## config.mk

```make
export PLATFORM = sky130hd
export DESIGN_NAME = pmc_mode_ctrl
export DESIGN_NICKNAME = d
export VERILOG_FILES = /design/src/verilog/pmc_pkg.sv /design/src/verilog/pmc_access_gate.sv /design/src/verilog/pmc_mode_ctrl.sv
export SDC_FILE = /design/constraint.sdc
export NUM_CORES = 1
export LEC_CHECK = 0
export BUFFER_PORTS_ARGS = -buffer_cell sky130_fd_sc_hd__buf_2
export CORE_MARGIN = 10
export CORE_UTILIZATION = 48
export DETAILED_ROUTE_END_ITERATION = 7
export GPL_TIMING_DRIVEN = 1
export PLACE_DENSITY = 0.86
export SETUP_SLACK_MARGIN = 0.4
export SYNTH_ARGS = -nofsm -noshare
export SYNTH_HDL_FRONTEND = slang
export SYNTH_HIERARCHICAL = 1
export SYNTH_SLANG_ARGS = --single-unit
```

## constraint.sdc

```tcl
create_clock -name core_clk_in -period 4.12 [get_ports core_clk_in]
set_clock_uncertainty 0.15 [all_clocks]
set_input_delay 0.206 -clock core_clk_in [delete_from_list [all_inputs] [get_ports core_clk_in]]
set_output_delay 0.206 -clock core_clk_in [all_outputs]
set_load 0.1 [all_outputs]
```

## src/verilog/pmc_pkg.sv

```systemverilog
// Purpose: Constants for the privilege and operating-mode controller.
// Assumes: 32-bit state word, APB register access.
// Notes:   Offsets are byte addresses.
package pmc_pkg;
  localparam int          PSW_W        = 32;
  localparam int          USER_BIT     = 0;
  localparam int          DEBUG_BIT    = 12;
  localparam logic [31:0] PSW_RST      = 32'h0000_0000;
  localparam logic [31:0] PSW_WMASK    = 32'h0000_1327;
  // Register classes presented by the core for a control access
  localparam logic [1:0]  CLS_OS       = 2'h0;
  localparam logic [1:0]  CLS_DEBUG    = 2'h1;
  localparam logic [1:0]  CLS_PROG     = 2'h2;
  localparam logic [1:0]  CLS_OPEN     = 2'h3;
  // Shared debug register policy levels
  localparam logic [1:0]  POL_ANY      = 2'h0;
  localparam logic [1:0]  POL_PRIV     = 2'h1;
  localparam logic [1:0]  POL_DEBUG    = 2'h2;
  // APB register map
  localparam logic [7:0]  ADDR_PSW     = 8'h00;
  localparam logic [7:0]  ADDR_POLICY  = 8'h04;
  localparam logic [7:0]  ADDR_UPERM   = 8'h08;
  localparam logic [7:0]  ADDR_STATUS  = 8'h0c;
  localparam logic [7:0]  ADDR_SHARED  = 8'h10;
  localparam logic [1:0]  POLICY_RST   = 2'h2;

  typedef enum logic [1:0] {
    PMC_SUPER     = 2'b00,
    PMC_USER      = 2'b01,
    PMC_DBG_SUPER = 2'b10,
    PMC_DBG_USER  = 2'b11
  } pmc_state_t;
endpackage : pmc_pkg

```

## src/verilog/pmc_access_gate.sv

```systemverilog
// Purpose: Combinational access decision for control and debug registers.
// Assumes: Mode bits come straight from the state word.
// Notes:   Pure logic; the caller registers the answer.
`timescale 1ns/1ps
module pmc_access_gate
  import pmc_pkg::*;
(
  input  wire logic       debug_in,   // Debug flag
  input  wire logic       user_in,    // Unprivileged flag
  input  wire logic [1:0] class_in,   // Register class
  input  wire logic       uperm_in,   // User permission granted
  input  wire logic [1:0] policy_in,  // Shared debug policy
  output logic            ctrl_ok_out, // Control access allowed
  output logic            dsr_ok_out   // Shared debug access allowed
);
  always_comb
  begin
    ctrl_ok_out = 1'b0;
    if (debug_in)
      ctrl_ok_out = 1'b1;
    else
      case (class_in)
        CLS_DEBUG: ctrl_ok_out = 1'b0;
        CLS_OS:    ctrl_ok_out = !user_in;
        CLS_PROG:  ctrl_ok_out = !user_in || uperm_in;
        default:   ctrl_ok_out = 1'b1;
      endcase
  end

  always_comb
  begin
    case (policy_in)
      POL_ANY:   dsr_ok_out = 1'b1;
      POL_PRIV:  dsr_ok_out = debug_in || !user_in;
      default:   dsr_ok_out = debug_in;
    endcase
  end
endmodule : pmc_access_gate

```

## src/verilog/pmc_mode_ctrl.sv

```systemverilog
// Purpose: Privilege and operating-mode controller with APB registers.
// Assumes: Trap and update strobes are one-cycle pulses from the pipeline.
// Notes:   Priority per cycle: debug trap, ordinary trap, state-word update.
//
// Our own choices: the register offsets and the APB interface to the registers.
`timescale 1ns/1ps
module pmc_mode_ctrl
  import pmc_pkg::*;
(
  input  wire logic             core_clk_in,    // 50 MHz core clock
  input  wire logic             reset_in,       // Async reset, active high
  // Pipeline events
  input  wire logic             trap_in,        // Ordinary trap taken
  input  wire logic             dbg_trap_in,    // Debug trap request
  input  wire logic             dbg_exc_in,     // Debug exception request
  input  wire logic             upd_in,         // Masked state-word update
  input  wire logic             rfi_in,         // Trap return
  input  wire logic [31:0]      upd_mask_in,    // Bits to modify
  input  wire logic [31:0]      upd_val_in,     // New values / restored word
  // Control register access check
  input  wire logic             creg_req_in,    // Control access request
  input  wire logic [1:0]       creg_class_in,  // Class of target register
  input  wire logic             dsr_req_in,     // Shared debug access (core)
  input  wire logic             dsr_ext_in,     // Access from another initiator
  // APB slave
  input  wire logic             psel_in,        // APB select
  input  wire logic             penable_in,     // APB enable
  input  wire logic             pwrite_in,      // APB write
  input  wire logic [7:0]       paddr_in,       // APB byte address
  input  wire logic [31:0]      pwdata_in,      // APB write data
  output logic                  pready_out,     // APB ready
  output logic                  pslverr_out,    // APB error
  output logic [31:0]           prdata_out,     // APB read data
  // Results
  output logic [PSW_W-1:0]      psw_out,        // Processor state word
  output logic [31:0]           old_psw_out,    // Word before last update
  output logic                  page_user_out,  // Use user page permissions
  output logic                  ill_inst_out,   // Illegal instruction trap
  output logic                  dbg_entry_out,  // Debug mode entered or debug exception raised
  output logic                  creg_ok_out,    // Control access granted
  output logic                  creg_err_out,   // Control access refused
  output logic                  dsr_ok_out      // Shared debug access granted
);
  import pmc_pkg::*;

  // ----------------------------------------
  // State
  // ----------------------------------------
  logic [PSW_W-1:0] processor_state_word;
  logic [PSW_W-1:0] next_psw;
  logic             dbg_pend;
  logic [1:0]       policy;
  logic             uperm;
  logic [31:0]      shared_reg;
  logic             in_debug;
  logic             is_user;
  logic             upd_any;
  logic             take_dbg;
  logic             gate_ctrl_ok;
  logic             gate_dsr_ok;
  pmc_state_t       state;

  assign in_debug = processor_state_word[DEBUG_BIT];
  assign is_user  = processor_state_word[USER_BIT] && !in_debug;
  assign state    = pmc_state_t'({processor_state_word[DEBUG_BIT], processor_state_word[USER_BIT]});
  assign upd_any  = (upd_in || rfi_in) && !is_user;
  // Held request fires once debug mode has been left
  assign take_dbg = !in_debug && (dbg_trap_in || dbg_pend);

  // ----------------------------------------
  // Next state word
  // ----------------------------------------
  always_comb
  begin
    next_psw = processor_state_word;
    if (take_dbg)
    begin
      next_psw[DEBUG_BIT] = 1'b1;
      next_psw[USER_BIT]  = 1'b0;
    end
    else if (trap_in)
    begin
      // Debug flag untouched, so a trap in debug stays in debug
      next_psw[USER_BIT] = 1'b0;
    end
    else if (upd_any)
    begin
      next_psw = (processor_state_word & ~upd_mask_in) | (upd_val_in & upd_mask_in);
      if (rfi_in)
        next_psw = upd_val_in;
      next_psw = next_psw & PSW_WMASK;
      // Supervisor may not enter debug through an update
      if (!in_debug)
        next_psw[DEBUG_BIT] = 1'b0;
      // Debug-supervisor setting the flag goes debug-user
    end
  end

  always_ff @(posedge core_clk_in or posedge reset_in)
  begin
    if (reset_in)
      processor_state_word <= PSW_RST;
    else
      processor_state_word <= next_psw;
  end

  always_ff @(posedge core_clk_in or posedge reset_in)
  begin
    if (reset_in)
      old_psw_out <= 32'h0000_0000;
    else if (upd_any && !take_dbg && !trap_in)
      old_psw_out <= processor_state_word;
  end

  always_ff @(posedge core_clk_in or posedge reset_in)
  begin
    if (reset_in)
      dbg_pend <= 1'b0;
    else if (take_dbg)
      dbg_pend <= 1'b0;
    else if (in_debug && dbg_trap_in)
      dbg_pend <= 1'b1;
  end

  // ----------------------------------------
  // Outputs
  // ----------------------------------------
  always_ff @(posedge core_clk_in or posedge reset_in)
  begin
    if (reset_in)
    begin
      psw_out       <= PSW_RST;
      page_user_out <= 1'b0;
      ill_inst_out  <= 1'b0;
      dbg_entry_out <= 1'b0;
    end
    else
    begin
      psw_out       <= next_psw;
      page_user_out <= next_psw[USER_BIT];
      ill_inst_out  <= (upd_in || rfi_in) && is_user;
      // Debug exceptions are dropped while in debug mode
      dbg_entry_out <= take_dbg || (dbg_exc_in && !in_debug);
    end
  end

  pmc_access_gate u_gate (
    .debug_in    (in_debug),
    .user_in     (processor_state_word[USER_BIT]),
    .class_in    (creg_class_in),
    .uperm_in    (uperm),
    .policy_in   (policy),
    .ctrl_ok_out (gate_ctrl_ok),
    .dsr_ok_out  (gate_dsr_ok)
  );

  always_ff @(posedge core_clk_in or posedge reset_in)
  begin
    if (reset_in)
    begin
      creg_ok_out  <= 1'b0;
      creg_err_out <= 1'b0;
      dsr_ok_out   <= 1'b0;
    end
    else
    begin
      creg_ok_out  <= creg_req_in && gate_ctrl_ok;
      creg_err_out <= creg_req_in && !gate_ctrl_ok;
      // Other initiators are not subject to the core's mode
      dsr_ok_out   <= dsr_ext_in || (dsr_req_in && gate_dsr_ok);
    end
  end

  // ----------------------------------------
  // APB slave, zero wait states
  // ----------------------------------------
  logic apb_setup;
  logic apb_access;
  logic priv_wr;
  logic known;
  assign apb_setup  = psel_in && !penable_in;
  // Writes land only on the completing edge, never in the setup cycle
  assign apb_access = psel_in && penable_in && pready_out;
  // Permission registers only change from supervisor or debug
  assign priv_wr   = apb_access && pwrite_in && !is_user;
  assign known     = paddr_in == ADDR_PSW || paddr_in == ADDR_POLICY ||
                     paddr_in == ADDR_UPERM || paddr_in == ADDR_STATUS ||
                     paddr_in == ADDR_SHARED;

  always_ff @(posedge core_clk_in or posedge reset_in)
  begin
    if (reset_in)
    begin
      policy     <= POLICY_RST;
      uperm      <= 1'b0;
      shared_reg <= 32'h0000_0000;
    end
    else
    begin
      if (priv_wr && paddr_in == ADDR_POLICY)
        policy <= pwdata_in[1:0];
      if (priv_wr && paddr_in == ADDR_UPERM)
        uperm <= pwdata_in[0];
      if (apb_access && pwrite_in && paddr_in == ADDR_SHARED && gate_dsr_ok)
        shared_reg <= pwdata_in;
    end
  end

  always_ff @(posedge core_clk_in or posedge reset_in)
  begin
    if (reset_in)
    begin
      pready_out  <= 1'b0;
      pslverr_out <= 1'b0;
      prdata_out  <= 32'h0000_0000;
    end
    else
    begin
      pready_out  <= apb_setup;
      pslverr_out <= apb_setup && (!known || (pwrite_in && is_user &&
                     (paddr_in == ADDR_POLICY || paddr_in == ADDR_UPERM)));
      prdata_out  <= 32'h0000_0000;
      if (apb_setup && !pwrite_in)
        case (paddr_in)
          ADDR_PSW:    prdata_out <= processor_state_word;
          ADDR_POLICY: prdata_out <= {30'h0, policy};
          ADDR_UPERM:  prdata_out <= {31'h0, uperm};
          ADDR_STATUS: prdata_out <= {29'h0, dbg_pend, state};
          ADDR_SHARED: prdata_out <= gate_dsr_ok ? shared_reg : 32'h0000_0000;
          default:     prdata_out <= 32'h0000_0000;
        endcase
    end
  end

  // ----------------------------------------
  // Checks
  // ----------------------------------------
  chk_debug_entry_clears: assert property (
    @(posedge core_clk_in) disable iff (reset_in)
    take_dbg |=> processor_state_word[DEBUG_BIT] && !processor_state_word[USER_BIT])
    else $error("debug entry left user flag set");
  chk_no_sneak_debug: assert property (
    @(posedge core_clk_in) disable iff (reset_in)
    !in_debug && !take_dbg |=> !processor_state_word[DEBUG_BIT])
    else $error("debug mode entered without debug trap");
  chk_super_update_ignored: assert property (
    @(posedge core_clk_in) disable iff (reset_in)
    !in_debug && upd_in && !trap_in && !take_dbg |=> !processor_state_word[DEBUG_BIT])
    else $error("supervisor set debug flag");
  chk_user_illegal: assert property (
    @(posedge core_clk_in) disable iff (reset_in)
    is_user && (upd_in || rfi_in) && !trap_in && !take_dbg |=> ill_inst_out && $stable(processor_state_word))
    else $error("user update not trapped");
  chk_trap_supervisor: assert property (
    @(posedge core_clk_in) disable iff (reset_in)
    trap_in && !take_dbg |=> !processor_state_word[USER_BIT] && processor_state_word[DEBUG_BIT] == $past(in_debug))
    else $error("trap changed mode wrongly");
  chk_pending_reentry: assert property (
    @(posedge core_clk_in) disable iff (reset_in)
    dbg_pend && !in_debug |=> processor_state_word[DEBUG_BIT])
    else $error("pending debug interrupt lost");
  chk_debug_reg_guard: assert property (
    @(posedge core_clk_in) disable iff (reset_in)
    creg_req_in && creg_class_in == CLS_DEBUG && !in_debug |=> creg_err_out)
    else $error("debug register reached outside debug");
  chk_page_select: assert property (
    @(posedge core_clk_in) disable iff (reset_in)
    ##1 page_user_out == processor_state_word[USER_BIT])
    else $error("page permission select wrong");
  chk_user_os_refused: assert property (
    @(posedge core_clk_in) disable iff (reset_in)
    creg_req_in && creg_class_in == CLS_OS && state == PMC_USER |=> !creg_ok_out)
    else $error("user reached OS register");
  chk_apb_answer: assert property (
    @(posedge core_clk_in) disable iff (reset_in)
    psel_in && !penable_in |=> pready_out)
    else $error("APB not answered");
  // Held debug requests must not surface while the debugger owns the core
  chk_debug_exc_quiet: assert property (
    @(posedge core_clk_in) disable iff (reset_in)
    in_debug |=> !dbg_entry_out)
    else $error("debug event raised in debug mode");
  chk_shared_write: assert property (
    @(posedge core_clk_in) disable iff (reset_in)
    apb_access && pwrite_in && paddr_in == ADDR_SHARED && gate_dsr_ok
    |=> shared_reg == $past(pwdata_in))
    else $error("shared debug register write lost");

  cov_debug_entry: cover property (@(posedge core_clk_in) disable iff (reset_in)
    state == PMC_USER ##1 take_dbg ##1 state == PMC_DBG_SUPER);
  cov_debug_user: cover property (@(posedge core_clk_in) disable iff (reset_in)
    state == PMC_DBG_SUPER ##1 state == PMC_DBG_USER);
  cov_reentry: cover property (@(posedge core_clk_in) disable iff (reset_in)
    dbg_pend && !in_debug);
  cov_user_trap: cover property (@(posedge core_clk_in) disable iff (reset_in)
    state == PMC_USER && trap_in);
endmodule : pmc_mode_ctrl

```

-- After elaboration in Yosys (flattened, before gate mapping)
Cells that the tools add are included.
- eq/ne operators: 8
- reductions and logical operators: 53
- multiplexer cells: 15
- bitwise logic cells: 6
- operators with widths (operator ; count):
    one-hot mux 32 bit (5 select lines) ; 1
    two-way mux 32 bit ; 2
    AND 13 bit ; 2
    two-way mux 13 bit ; 2
    logical AND 1 bit ; 24
    == test 8 x 4 -> 1 bit, second input constant ; 2
    NOT 13 bit ; 1
    bitwise OR 13 bit ; 1
    logical OR 1 bit ; 12
    two-way mux 12 bit ; 1
    zero test 1 bit ; 9
    == test 8 x 3 -> 1 bit, second input constant ; 1
    == test 8 x 5 -> 1 bit, second input constant ; 1
    zero test 8 bit ; 1
    two-way mux 1 bit ; 7
    == test 2 x 1 -> 1 bit, second input constant ; 2
    zero test 2 bit ; 2
    nonzero test 2 bit ; 2
    one-hot mux 1 bit (3 select lines) ; 1
    AND reduction 3 bit ; 1
    nonzero test 3 bit ; 1
    == test 2 bit, second input constant ; 1
    != test 2 x 1 -> 1 bit, second input constant ; 1
    NOT 1 bit ; 2
    2 further kinds ; 2
- input port bits: 119
- output and inout bits: 104
- word-level logic and storage cells: 98
- bits in registers: 89

-- Depth between registers and ports, before layout
- word-level depth: 8
- depth in mapped cells: 8
- mapped depth without buffers: 6

-- By module
Netlist, hierarchy kept.
- by module, submodules not included (module ; area an instance (sq um) ; sequential area each (sq um) ; cells an instance ; times used):
    pmc_mode_ctrl ; 3950.0 ; 2228.4 ; 296 ; 1
    pmc_access_gate ; 27.5 ; 0.0 ; 5 ; 1

-- Least setup slack after synthesis
Ideal clock, no wire load.
- path kind: flip-flop to flip-flop
- start: reg, netlist name psw_out[12]
- end: reg shared_reg[0]
- data arrival time: 2.452 ns
- setup slack: 1.393 ns
- clock period less this slack: 2.727 ns
- cell stages (with the launch flop): 9
- data required time: 3.845 ns
- cells stage by stage: dfrtp_1 inv_1 nand2_1 nand2_1 nor4_4 and2b_1 buf_6 buf_12 mux2_4
- RTL lines (element ; RTL line ; RTL):
    end signal: assignment ; pmc_mode_ctrl.sv:205 ; shared_reg <= pwdata_in;
    end: declaration ; pmc_mode_ctrl.sv:54 ; logic [31:0] shared_reg;

==> flow_summary_export.csv <==
group,metric,value,unit
status,status,"complete, no violations",
logic_synthesis,syn_area,3978,um^2
hold_path,min_delay_path_depth,3,
critical_path,reg2reg_from,"psw_out[0]",
power_and_ir_drop,power_density,435.0,nW/um^2
detailed_routing,route.layer.met1.wl,3865,um
layout,post-route-cell-area,5160,um^2
cts,tritoncts,"done",
cts,cts-root-buf,"sky130_fd_sc_hd__clkbuf_8",
timing,period_share,70.23,%
floorplanning,floorplan.initialDensity,48.90,%
timing,rsz_0062_raised_after_global_routing,"no",
floorplanning,floorplan.core_area,8134,um^2
layout,proportion_of_layout_cells_with_a_drive_suffix_above_1,36.90,%
power_and_ir_drop,power.leakage,2.723,nW
detailed_routing,drc,0,
detailed_routing,drt-pass1-iter-count,5,
layout,seq_area,2228,um^2
cts,ctsLongestPathBuffers,2,
layout,finalCoreUtilization,63.44,%
timing,hold_viol,0,
detailed_routing,topRoutingLayerUsed,"met4",
layout,multiInputGateArea,1435,um^2
global_route,grt_start_max_net_pins,54,
logic_synthesis,ys_warn_count,6,
timing,timing_max_transition_violations_final,0,
cts,cts_h_tree_depth,3,
hold_path,whs_endpoint,"ill_inst_out",
hold_path,hold_wc_path_type,"in -> reg",
floorplanning,io_pins,223,
job,timing.max_cap.violations,0,
detailed_routing,met2RoutedLength,5078,um
cts,insertion_delay,0.35,ns
global_route,global_route_wire_length_before_repair,16330,um
layout,nNetsFinal,592,
layout,layout-area-overhead-vs-synth,29.73,%
cts,clock-sinks,89,
detailed_routing,vias_per_cell,4.703,
critical_path,setup.worst_path.start_class,"flip-flop",
detailed_routing,dr_total_vias,2751,
critical_path,regToRegEndpoint,"shared_reg[16]",
logic_synthesis,synth_area_per_cell,13.21,um^2
critical_path,timing.critical_path.fanout_max,18,
critical_path,regToRegSetupSlack,1.23,ns
timing,report.final.setup_viol,0,
global_route,globalRouteTotalUtil,16.13,%
logic_synthesis,postSynthCellCount,301,
detailed_routing,totalWireLength,10020,um
logic_synthesis,synth.distinct_cells,39,
detailed_routing,detailedRoute.firstIterationViolations,66,
logic_synthesis,synth_sequential_area_ratio,56.02,%
floorplanning,placement_rows,33,
timing,tightest_slew,0.8686,ns
hold_path,hold_path.startpoint,"upd_in",
logic_synthesis,synth-seq-cells,89,
logic_synthesis,yosys.area.top_type,"sky130_fd_sc_hd__dfrtp_1",
layout,fillers,612,
cts,worst_setup_hold_path_clk_slew,0.08,ns
timing,layout_min_cycle_time,2.893,ns
layout,finish.cell_count_without_fillers,585,
placed_design,gp_congestion,0.8185,
placed_design,dp_hpwl,7173,um
placed_design,dp_cell_count,520,
floorplanning,design.die.area,12330,um^2
floorplanning,die_height,111.0,um
detailed_routing,ant_nets_after_route,0,
power_and_ir_drop,largest_vdd_supply_drop,0.4794,mV
critical_path,reg2reg_depth,7,
global_route,vias_in_the_first_global_route,3204,
placed_design,postPlaceCellArea,4464,um^2
critical_path,critical_path_arrival,2.97,ns
critical_path,critical_path.endpoint_type,"flip-flop",
detailed_routing,met3_wirelength,891,um
timing,slew-limit-headroom,42.03,%
timing,fmaxAchievable,0.3456,GHz
critical_path,required,4.19,ns
global_route,number_of_antenna_violations_at_the_first_check_in_global_routing,3,
cts,numCtsBuffers,9,
global_route,globalRoute.totalOverflow,0,
logic_synthesis,area_share_of_the_leading_cell_type_in_the_synthesized_netlist,55.36,%
critical_path,critical_path_start_end_classification,"reg -> reg",
cts,post_cts_resized,0,
floorplanning,die_width,111.0,um
detailed_routing,detail_route.wl_per_cell,17.14,um
placed_design,io_buffer_count,122,
logic_synthesis,netlist_top_cells_area,"sky130_fd_sc_hd__dfrtp_1, sky130_fd_sc_hd__mux2_4, sky130_fd_sc_hd__buf_4",
timing,totalNegativeSetupSlack,0,ns
layout by cell type, fill, tap and decap left out, types with 3 or more instances in the layout:
cell / synthesis / final
sky130_fd_sc_hd__buf_2: 3 / 122
sky130_fd_sc_hd__nand2_1: 7 / 7
sky130_fd_sc_hd__o21ai_1: 7 / 7
sky130_fd_sc_hd__a22oi_1: 6 / 6
sky130_fd_sc_hd__nor3_1: 4 / 4
sky130_fd_sc_hd__a21oi_1: 4 / 4
sky130_fd_sc_hd__mux2_4: 30 / 30
sky130_fd_sc_hd__dfrtp_1: 88 / 88
sky130_fd_sc_hd__o21ai_0: 3 / 3
sky130_fd_sc_hd__dlygate4sd3_1: 0 / 47
sky130_fd_sc_hd__diode_2: 0 / 3
sky130_fd_sc_hd__mux2_1: 17 / 17
sky130_fd_sc_hd__conb_1: 1 / 50
sky130_fd_sc_hd__clkbuf_8: 0 / 10
sky130_fd_sc_hd__and2_1: 26 / 26
sky130_fd_sc_hd__nor2_1: 13 / 13
sky130_fd_sc_hd__inv_1: 6 / 5
how the worst max path moves through the flow:
stage	start	endpoint	slack, ns
3_3_place_gp	paddr_in[7]	shared_reg[15]	1.27
2_1_floorplan	psw_out[12]	shared_reg[0]	1.39
4_1_cts	psw_out[0]	shared_reg[16]	1.24
6_report	psw_out[0]	shared_reg[16]	1.23
3_5_place_dp	paddr_in[7]	shared_reg[16]	1.23
5_1_grt	psw_out[0]	shared_reg[16]	1.10
cells in the mapped netlist:
cell,instances
sky130_fd_sc_hd__a211oi_1,2
sky130_fd_sc_hd__mux2i_1,2
sky130_fd_sc_hd__o21ai_0,3
sky130_fd_sc_hd__nor3b_4,1
sky130_fd_sc_hd__buf_6,1
sky130_fd_sc_hd__nor2_1,13
sky130_fd_sc_hd__and2b_1,1
sky130_fd_sc_hd__nor4_1,2
sky130_fd_sc_hd__nand2_1,7
sky130_fd_sc_hd__a21oi_1,4
sky130_fd_sc_hd__and2_1,26
sky130_fd_sc_hd__nand2b_1,2
sky130_fd_sc_hd__buf_12,3
sky130_fd_sc_hd__nor2b_1,2
sky130_fd_sc_hd__or2_2,1
sky130_fd_sc_hd__buf_2,3
sky130_fd_sc_hd__or3_1,1
sky130_fd_sc_hd__inv_1,6
sky130_fd_sc_hd__or4_4,1
sky130_fd_sc_hd__nand4b_1,2
sky130_fd_sc_hd__nand3_1,1
sky130_fd_sc_hd__o2bb2ai_1,1
sky130_fd_sc_hd__nor3_1,4
sky130_fd_sc_hd__dfrtp_1,88
sky130_fd_sc_hd__o211ai_1,2
sky130_fd_sc_hd__o31ai_1,1
sky130_fd_sc_hd__mux2_1,17
sky130_fd_sc_hd__dfstp_2,1
sky130_fd_sc_hd__o22ai_1,1
sky130_fd_sc_hd__conb_1,1
sky130_fd_sc_hd__nand4_1,1
sky130_fd_sc_hd__nor4_4,1
sky130_fd_sc_hd__buf_4,51
sky130_fd_sc_hd__a21o_1,2
sky130_fd_sc_hd__mux2_4,30
sky130_fd_sc_hd__a22oi_1,6
sky130_fd_sc_hd__o21ai_1,7
sky130_fd_sc_hd__and3_1,1
sky130_fd_sc_hd__clkbuf_1,2
power breakdown:
| part | internal (mW) | switching, mW | total, mW |
|---|---|---|---|
| sequential | 0.909 | 0.0291 | 0.938 |
| clock | 0.357 | 0.296 | 0.653 |
| combinational | 0.107 | 0.546 | 0.653 |
kinds of logic after synthesis:
kind of cell / share of synthesized area, %
flops: 56.02
simple gates: 10.10
buf+inv: 12.55
mux: 16.64
compound gates: 4.592
other cells: 0.09428
cell type report:
class	instances	area share (%)
timing repair buffer	172	21.63
antenna	3	0.1455
inverter	6	0.4607
multi-input combinational	195	27.81
clock inverter	4	1.479
clock buffer	11	2.740
sequential	89	43.19
tap	105	2.546
critical path: stages (launching register included):
cell and delay [ns]:
sky130_fd_sc_hd__dfrtp_1 0.51, sky130_fd_sc_hd__a21o_1 0.22, sky130_fd_sc_hd__nand2_1 0.12, sky130_fd_sc_hd__nand2_1 0.10, sky130_fd_sc_hd__nor4_4 0.44, sky130_fd_sc_hd__and2b_2 0.59
sky130_fd_sc_hd__buf_12 0.26, sky130_fd_sc_hd__mux2_1 0.36
per-stage QoR:
stage	power (mW)	hold WS [ns]	setup slack, ns
3_5_place_dp	1.569	0.2420	1.231
3_3_place_gp	1.561	0.2393	1.269
4_1_cts	2.252	0.005250	1.235
6_report	2.245	0.01817	1.227
5_1_grt	2.326	0.01186	1.105
2_1_floorplan	1.503	0.1483	1.393
what timing repair did:
action	in CTS	in global routing
setup buffers	0	0
setup endpoints to repair	0	0
endpoints found under the hold margin	99	0
hold buffers	47	0
layer usage:
metal | track usage, % | up-vias
met4 | 6.941 | 0
li1 | - | 1262
met2 | 27.83 | 127
met3 | 6.872 | 16
met5 | 0 | -
met1 | 16.78 | 1346
No activity file was read; power rests on OpenSTA's default activity.
